`config.mk`:
```
export PLATFORM = sky130hd
export DESIGN_NAME = i2csa_slave
export DESIGN_NICKNAME = d
export VERILOG_FILES = /design/src/rtl/i2csa_pkg.sv /design/src/rtl/i2csa_slave.sv /design/src/rtl/i2csa_sync.sv
export VERILOG_INCLUDE_DIRS = /design/src /design/src/rtl
export SDC_FILE = /design/constraint.sdc
export NUM_CORES = 1
export LEC_CHECK = 0
export ABC_AREA = 1
export BUFFER_PORTS_ARGS = -buffer_cell sky130_fd_sc_hd__clkbuf_2
export CAP_MARGIN = 20
export CORE_ASPECT_RATIO = 1.75
export CORE_MARGIN = 5
export CORE_UTILIZATION = 60
export CTS_CLUSTER_DIAMETER = 100
export CTS_CLUSTER_SIZE = 14
export DETAILED_ROUTE_END_ITERATION = 6
export PLACE_DENSITY = 0.84
export SKIP_CTS_REPAIR_TIMING = 1
export SYNTH_ARGS = -nofsm -noshare
export SYNTH_HDL_FRONTEND = slang
export SYNTH_SLANG_ARGS = --single-unit
```
`constraint.sdc`:
```
create_clock -name core_clk -period 3.39 [get_ports core_clk]
set_clock_uncertainty 0.15 [all_clocks]
set_input_delay 0.1695 -clock core_clk [delete_from_list [all_inputs] [get_ports core_clk]]
set_output_delay 0.1695 -clock core_clk [all_outputs]
set_load 0.02 [all_outputs]
```
`src/rtl/i2csa_params.svh`:
```
// constants for the i2c slave address receive block
`ifndef I2CSA_PARAMS_SVH
`define I2CSA_PARAMS_SVH

// ----------------------------------------------------------------------------
// byte framing
// ----------------------------------------------------------------------------
`define I2CSA_BYTE_BITS       4'h8
`define I2CSA_ACK_BIT         4'h9
`define I2CSA_CNT_ZERO        4'h0
`define I2CSA_CNT_ONE         4'h1

// ----------------------------------------------------------------------------
// address fields
// ----------------------------------------------------------------------------
`define I2CSA_TEN_PREFIX      5'h1e
`define I2CSA_TEN_PREFIX_MSB  7
`define I2CSA_TEN_PREFIX_LSB  3
`define I2CSA_ADDR_MSB        7
`define I2CSA_ADDR_LSB        1
`define I2CSA_DIR_BIT         0

// ----------------------------------------------------------------------------
// reset values
// ----------------------------------------------------------------------------
`define I2CSA_OWN_ADDR_RESET  8'h00
`define I2CSA_BUFFER_RESET    8'h00
`define I2CSA_SHIFT_RESET     8'h00

`endif

```
`src/rtl/i2csa_pkg.sv`:
```
// types shared by the i2c slave address receive block
package i2csa_pkg;

    // ------------------------------------------------------------------------
    // protocol state
    // ------------------------------------------------------------------------
    typedef enum logic [1:0] {
        ST_IDLE,
        ST_ADDR,
        ST_DATA,
        ST_SKIP
    } i2csa_state_e;

    // ------------------------------------------------------------------------
    // firmware control and status groups
    // ------------------------------------------------------------------------
    typedef struct packed {
        logic enable;
        logic ten_bit_mode;
        logic irq_enable;
    } i2csa_ctrl_s;

    typedef struct packed {
        logic buffer_full_flag;
        logic receive_overflow_flag;
        logic serial_port_irq_flag;
        logic address_update_flag;
        logic read_write;
        logic start_seen;
        logic stop_seen;
    } i2csa_status_s;

    // ------------------------------------------------------------------------
    // full state of the slave front end
    // ------------------------------------------------------------------------
    typedef struct packed {
        i2csa_state_e  state;
        i2csa_state_e  after_ack;
        logic [3:0]    bit_cnt;
        logic [7:0]    rx_shift_reg;
        logic [7:0]    rx_buffer;
        logic [7:0]    own_address_reg;
        logic          bf;
        logic          ov;
        logic          irq_flag;
        logic          ua;
        logic          rw;
        logic          start_seen;
        logic          stop_seen;
        logic          ack_drive;
        logic          scl_hold;
        logic          hold_pending;
        logic          byte_ok;
        logic          second_addr;
        logic          ten_done;
        logic          scl_d;
        logic          sda_d;
    } i2csa_state_s;

endpackage

```
`src/rtl/i2csa_slave.sv`:
```
// i2c slave front end: address match, acknowledge, receive buffer and flags
`timescale 1ns/100ps
`include "i2csa_params.svh"

module i2csa_slave (
    // clock and reset
    input  wire logic                    core_clk,
    input  wire logic                    reset_n,
    // bus pins, open drain
    input  wire logic                    scl_in,
    output logic                         scl_out,
    output logic                         scl_oe,
    input  wire logic                    sda_in,
    output logic                         sda_out,
    output logic                         sda_oe,
    // firmware control
    input  wire i2csa_pkg::i2csa_ctrl_s  ctrl,
    input  wire logic                    own_addr_wr,
    input  wire logic [7:0]              own_addr_wdata,
    input  wire logic                    rx_buffer_rd,
    input  wire logic                    irq_flag_clr,
    input  wire logic                    overflow_clr,
    // firmware status
    output logic [7:0]                   rx_buffer,
    output logic [7:0]                   own_address_reg,
    output i2csa_pkg::i2csa_status_s     status,
    output logic                         irq
);

    import i2csa_pkg::*;

    // ------------------------------------------------------------------------
    // pin synchronisers
    // ------------------------------------------------------------------------
    logic [1:0]   pins_sync;
    logic         scl_s;
    logic         sda_s;

    i2csa_sync #(
        .WIDTH (2)
    ) u_sync (
        .core_clk (core_clk),
        .reset_n  (reset_n),
        .async_in ({scl_in, sda_in}),
        .sync_out (pins_sync)
    );

    assign scl_s = pins_sync[1];
    assign sda_s = pins_sync[0];

    // ------------------------------------------------------------------------
    // state
    // ------------------------------------------------------------------------
    i2csa_state_s s;
    i2csa_state_s next_s;

    logic         scl_rise;
    logic         scl_fall;
    logic         start_cond;
    logic         stop_cond;
    logic         match7;
    logic         match_full;
    logic         ten_hdr;
    logic         addr_match;
    logic         take_byte;

    // ------------------------------------------------------------------------
    // edge and condition detection
    // ------------------------------------------------------------------------
    assign scl_rise   = scl_s & ~s.scl_d;
    assign scl_fall   = ~scl_s & s.scl_d;
    assign start_cond = scl_s & s.scl_d & s.sda_d & ~sda_s;
    assign stop_cond  = scl_s & s.scl_d & ~s.sda_d & sda_s;

    assign match7     = (s.rx_shift_reg[`I2CSA_ADDR_MSB:`I2CSA_ADDR_LSB] ==
                         s.own_address_reg[`I2CSA_ADDR_MSB:`I2CSA_ADDR_LSB]);
    assign match_full = (s.rx_shift_reg == s.own_address_reg);
    assign ten_hdr    = (s.rx_shift_reg[`I2CSA_TEN_PREFIX_MSB:`I2CSA_TEN_PREFIX_LSB] ==
                         `I2CSA_TEN_PREFIX);

    always_comb begin
        if (ctrl.ten_bit_mode && s.second_addr) begin
            addr_match = match_full;
        end else if (ctrl.ten_bit_mode && !s.ten_done) begin
            addr_match = ten_hdr & match7;
        end else if (ctrl.ten_bit_mode) begin
            // repeated start matches high byte only
            addr_match = ten_hdr & match7;
        end else begin
            addr_match = match7;
        end
    end

    // ------------------------------------------------------------------------
    // next state
    // ------------------------------------------------------------------------
    always_comb begin
        next_s       = s;
        take_byte    = 1'b0;
        next_s.scl_d = scl_s;
        next_s.sda_d = sda_s;

        // firmware side effects; hardware sets below win over these clears
        // buffer read clears full
        if (rx_buffer_rd) begin
            next_s.bf = 1'b0;
        end
        if (irq_flag_clr) begin
            next_s.irq_flag = 1'b0;
        end
        if (overflow_clr) begin
            next_s.ov = 1'b0;
        end
        if (own_addr_wr) begin
            next_s.own_address_reg = own_addr_wdata;
            if (s.ua) begin
                // a write before the ninth fall must also cancel the hold, or it would stick
                next_s.ua           = 1'b0;
                next_s.scl_hold     = 1'b0;
                next_s.hold_pending = 1'b0;
            end
        end

        if (!ctrl.enable) begin
            next_s.state        = ST_IDLE;
            next_s.bit_cnt      = `I2CSA_CNT_ZERO;
            next_s.ack_drive    = 1'b0;
            next_s.scl_hold     = 1'b0;
            next_s.hold_pending = 1'b0;
            next_s.second_addr  = 1'b0;
            next_s.ten_done     = 1'b0;
            next_s.start_seen   = 1'b0;
            next_s.stop_seen    = 1'b0;
        end else if (start_cond) begin
            // start (or repeated start) opens an address byte
            next_s.state        = ST_ADDR;
            next_s.bit_cnt      = `I2CSA_CNT_ZERO;
            next_s.ack_drive    = 1'b0;
            next_s.byte_ok      = 1'b0;
            next_s.hold_pending = 1'b0;
            next_s.second_addr  = 1'b0;
            next_s.start_seen   = 1'b1;
            next_s.stop_seen    = 1'b0;
        end else if (stop_cond) begin
            next_s.state        = ST_IDLE;
            next_s.bit_cnt      = `I2CSA_CNT_ZERO;
            next_s.ack_drive    = 1'b0;
            next_s.hold_pending = 1'b0;
            next_s.second_addr  = 1'b0;
            next_s.ten_done     = 1'b0;
            next_s.start_seen   = 1'b0;
            next_s.stop_seen    = 1'b1;
        end else begin
            case (s.state)
                ST_ADDR, ST_DATA: begin
                    // bits taken on the bus clock rise
                    if (scl_rise && s.bit_cnt < `I2CSA_BYTE_BITS) begin
                        next_s.rx_shift_reg = {s.rx_shift_reg[6:0], sda_s};
                        next_s.bit_cnt      = s.bit_cnt + `I2CSA_CNT_ONE;
                    end else if (scl_rise && s.bit_cnt == `I2CSA_BYTE_BITS) begin
                        next_s.bit_cnt = `I2CSA_ACK_BIT;
                    end else if (scl_fall && s.bit_cnt == `I2CSA_BYTE_BITS) begin
                        if (s.state == ST_DATA) begin
                            take_byte        = 1'b1;
                            next_s.after_ack = ST_DATA;
                        end else if (addr_match) begin
                            take_byte = 1'b1;
                            if (ctrl.ten_bit_mode && s.second_addr) begin
                                next_s.ua           = 1'b1;
                                next_s.hold_pending = 1'b1;
                                next_s.second_addr  = 1'b0;
                                next_s.ten_done     = 1'b1;
                                next_s.after_ack    = ST_DATA;
                            end else if (ctrl.ten_bit_mode && !s.ten_done) begin
                                next_s.ua           = 1'b1;
                                next_s.hold_pending = 1'b1;
                                next_s.rw           = s.rx_shift_reg[`I2CSA_DIR_BIT];
                                // a read header cannot lead to a second byte
                                if (s.rx_shift_reg[`I2CSA_DIR_BIT]) begin
                                    next_s.after_ack = ST_SKIP;
                                end else begin
                                    next_s.second_addr = 1'b1;
                                    next_s.after_ack   = ST_ADDR;
                                end
                            end else begin
                                // direction bit of the matched address
                                next_s.rw = s.rx_shift_reg[`I2CSA_DIR_BIT];
                                // reads go to the transmitter, not handled here
                                next_s.after_ack = s.rx_shift_reg[`I2CSA_DIR_BIT] ? ST_SKIP : ST_DATA;
                            end
                        end else begin
                            next_s.state       = ST_SKIP;
                            next_s.bit_cnt     = `I2CSA_CNT_ZERO;
                            next_s.second_addr = 1'b0;
                        end
                    end else if (scl_fall && s.bit_cnt == `I2CSA_ACK_BIT) begin
                        next_s.ack_drive = 1'b0;
                        next_s.bit_cnt   = `I2CSA_CNT_ZERO;
                        next_s.state     = s.after_ack;
                        // irq flag on the ninth fall
                        if (s.byte_ok) begin
                            next_s.irq_flag = 1'b1;
                        end
                        next_s.byte_ok = 1'b0;
                        // stretch the clock until the address is updated
                        if (s.hold_pending) begin
                            next_s.scl_hold     = 1'b1;
                            next_s.hold_pending = 1'b0;
                        end
                    end
                end
                default: begin
                    next_s.bit_cnt   = `I2CSA_CNT_ZERO;
                    next_s.ack_drive = 1'b0;
                end
            endcase
        end

        // buffer and acknowledge decision, shared by address and data bytes
        if (take_byte) begin
            next_s.byte_ok = 1'b1;
            if (s.bf) begin
                // full buffer is kept, overflow raised
                next_s.ov = 1'b1;
            end else begin
                // load buffer and set full at eighth fall
                next_s.rx_buffer = s.rx_shift_reg;
                next_s.bf        = 1'b1;
                // overflow alone still updates the buffer
                // acknowledge only with both flags clear
                next_s.ack_drive = ~s.ov;
            end
        end
    end

    // ------------------------------------------------------------------------
    // state register
    // ------------------------------------------------------------------------
    always_ff @(posedge core_clk or negedge reset_n) begin
        if (!reset_n) begin
            s                 <= '0;
            s.state           <= ST_IDLE;
            s.after_ack       <= ST_IDLE;
            s.rx_shift_reg    <= `I2CSA_SHIFT_RESET;
            s.rx_buffer       <= `I2CSA_BUFFER_RESET;
            s.own_address_reg <= `I2CSA_OWN_ADDR_RESET;
            s.scl_d           <= 1'b1;
            s.sda_d           <= 1'b1;
        end else begin
            s <= next_s;
        end
    end

    // ------------------------------------------------------------------------
    // outputs
    // ------------------------------------------------------------------------
    // open drain: the driven level is always low, the enable decides
    assign scl_out         = 1'b0;
    assign scl_oe          = s.scl_hold;
    assign sda_out         = 1'b0;
    assign sda_oe          = s.ack_drive;
    assign rx_buffer       = s.rx_buffer;
    assign own_address_reg = s.own_address_reg;

    assign status.buffer_full_flag      = s.bf;
    assign status.receive_overflow_flag = s.ov;
    assign status.serial_port_irq_flag  = s.irq_flag;
    assign status.address_update_flag   = s.ua;
    assign status.read_write            = s.rw;
    assign status.start_seen            = s.start_seen;
    assign status.stop_seen             = s.stop_seen;

    assign irq = s.irq_flag & ctrl.irq_enable;

endmodule

```
`src/rtl/i2csa_sync.sv`:
```
// two flip-flop synchroniser for the bus pins
`timescale 1ns/100ps

module i2csa_sync #(
    parameter int WIDTH = 2
) (
    // clock and reset
    input  wire logic             core_clk,
    input  wire logic             reset_n,
    // asynchronous in, synchronous out
    input  wire logic [WIDTH-1:0] async_in,
    output logic      [WIDTH-1:0] sync_out
);

    logic [WIDTH-1:0] meta;

    // bus lines idle high, so reset to high to avoid a false start
    always_ff @(posedge core_clk or negedge reset_n) begin
        if (!reset_n) begin
            meta     <= {WIDTH{1'b1}};
            sync_out <= {WIDTH{1'b1}};
        end else begin
            meta     <= async_in;
            sync_out <= meta;
        end
    end

endmodule

```
==> impl_metrics.ini <==
[job]
maxCapViolations = 0

[grt]
grt.overflow.total = 0
grt_max_degree = 52
track_usage_pct = 22.9
grt_pass1_wl_mm = 10.3
antenna_found_initial = 0
grt_pass1_vias = 2240

[logic_synthesis]
ys_ff_latch = 51
ys_seq_area_share_pct = 46.6
synth_top_flop_cell = dfrtp_1
syn_area_per_cell_um2 = 7.96
syn_inst = 346
ys_top_cells_by_count = nand2_1 (106), inv_1 (47), dfrtp_1 (45), buf_4 (25), o21ai_0 (25)
synthArstFlopShare_pct = 100
synth_area_leader_cell = dfrtp_1
synth_area_leaders = dfrtp_1 (41%), nand2_1 (14%), buf_4 (6.8%)
yosysWarnings = 0
synth_most_common_cell = nand2_1
yosysTopAreaCellShare_pct = 40.9
synth.distinct_cells = 32
synth_edf_count = 0
synthesis.area_um2 = 2750

[sta]
finalSetupViolCount = 0
rsz0062_at_grt = false
maxSlewViolCount = 0
period_needed_ns = 2.11
tightest_slew_ns = 0.636
tns_ns = 0
relSlewSlack_pct = 57.6
finalHoldViolCount = 0
fmax_mhz = 474
period_share_pct = 62.2

[power]
power_frac_comb_pct = 11.3
power_switching_w = 0.000316
p_seq_share_pct = 56.1
power_density_nw_per_um2 = 372
intPower_w = 0.000829
p_sw_share_pct = 27.6
p_clk_share_pct = 32.6
irDropWorstVdd_v = 0.000415
power.static_leakage_nw = 1.69

[placed_design]
placed_cells = 415
gp_congestion = 0.964
dp_hpwl_mm = 4.78
portBuffers = 44

[cts]
cts_tree = built
clk_pin_slew_ns = 0.10
numCtsBuffers = 5
cts.sinks = 51
clk_latency_ns = 0.31
clockBufferDepth = 2
cts.htree.levels = 2
root_buffer = clkbuf_8

[route]
routedWlPerCell_um = 14.4
via_per_inst = 5.16
drtAntennaViolNets = 0
drcViolationCount = 0
initialDrtViolationCount = 93
vias = 2255
dr.pass1.iters = 4
routed_wl_mm = 6.30

[layout]
layout.cells.non_filler = 437
layout.nets = 409
syn2layout_area_growth_pct = 11.9
largest_register_ffs = 22
drive_gt1_share_pct = 21.0
n_antenna_cell = 0

[worst_setup_path]
path_cells = inv_1, ha_1, inv_1, nand2_4, nor3_4, nand3_4, nand2_1, o21ai_2
crit_type = flop to flop
endpoint_kind = flop
critPathMaxFanout = 19
crit_top_cell = inv_1
critical_path_required_ns = 3.44
cp.arrival_ns = 2.16
critPathMaxStageDelay_ns = 0.37
start_kind = flop
slowest_stage = dfrtp_1
r2r_setup_slack_ns = 1.28

[die]
dieArea_um2 = 6100
io_pins = 47
die_w_um = 61.2
core-area_um2 = 4440
rows = 32
initial_utilization_pct = 62.0
die_height_um = 99.6

[worst_hold_path]
hold_path.class = input pin to flop

[status]
status = finished, final reports clean
routing by layer:
metal	global-route usage, %	vias to the layer above	share of wire (%)
li1	-	1132	-
met1	24.4	1035	35
met2	39.7	64	58
met3	4.29	24	2.8
met4	13.5	0	4.8
met5	0	-	0
placed cells by master, fill, tap and decap left out, types with 6 or more instances in the layout:
cell type	n
o21ai_0	25
dfrtp_1	45
nand3_1	21
nand2_1	106
nor2_1	23
inv_1	47
o21ai_2	9
dfstp_2	6
dlygate4sd3_1	14
clkbuf_2	44
worst paths after layout:
kind,cells after the start,end,from
max,8,rx_buffer[2],s[45]
min,3,s[41],ctrl[2]
max reg2reg,8,rx_buffer[2],s[45]
min reg2reg,0,u_sync.sync_out[1],u_sync.meta[1]
max in group asynchronous,3,s[5],reset_n
min in group asynchronous,3,s[42],reset_n
logic make-up after synthesis:
group	Yosys count	synth area share [%]
AO/OA/AOI/OAI	42	9.27
flip-flops	51	46.6
adder cells (fa/ha/maj)	5	2.27
buffers and inverters	78	14.3
AND/OR/NAND/NOR	167	26.8
XOR/XNOR	2	0.636
other	1	0.136
area by class of cell:
type | count | area, um^2
timing repair buffer | 59 | 368
clock buffer | 5 | 68.8
tap | 51 | 63.8
sequential | 51 | 1280
multi-input combinational | 218 | 1080
fill | 376 | 1360
clock inverter | 3 | 28.8
inverter | 50 | 188
power by group through the flow:
stage | Clock (W) | Sequential (W) | Combinational, W
finish | 0.000373 | 0.000642 | 0.000130
global route | 0.000420 | 0.000645 | 0.000146
CTS | 0.000387 | 0.000642 | 0.000117
detailed placement | 0 | 0.000654 | 0.000116
global placement | 0 | 0.000654 | 0.000114
floorplan | 0 | 0.000650 | 0.0000839
critical path, delay by kind of cell (launching register included):
| family | cells | cell delay [ns] |
|---|---|---|
| AND/OR/NAND/NOR | 4 | 0.78 |
| adder cells (fa/ha/maj) | 1 | 0.34 |
| buffers and inverters | 2 | 0.31 |
| flip-flops | 1 | 0.37 |
| AO/OA/AOI/OAI | 1 | 0.06 |
per-stage QoR:
stage / area (um^2) / power (W) / utilization (%) / setup WS [ns] / hold slack, ns
after global placement: 2840 / 0.000767 / 64.0 / 1.38 / 0.106
after detailed placement: 2840 / 0.000770 / 64.0 / 1.28 / 0.108
final: 3080 / 0.00114 / 69.3 / 1.28 / 0.0182
after global routing: 3080 / 0.00121 / 69.3 / 1.12 / 0.0362
after floorplan: 2760 / 0.000733 / - / 1.56 / -0.276
after CTS: 2940 / 0.00115 / 66.2 / 1.27 / -0.233
(Power assumes the default switching activity.)
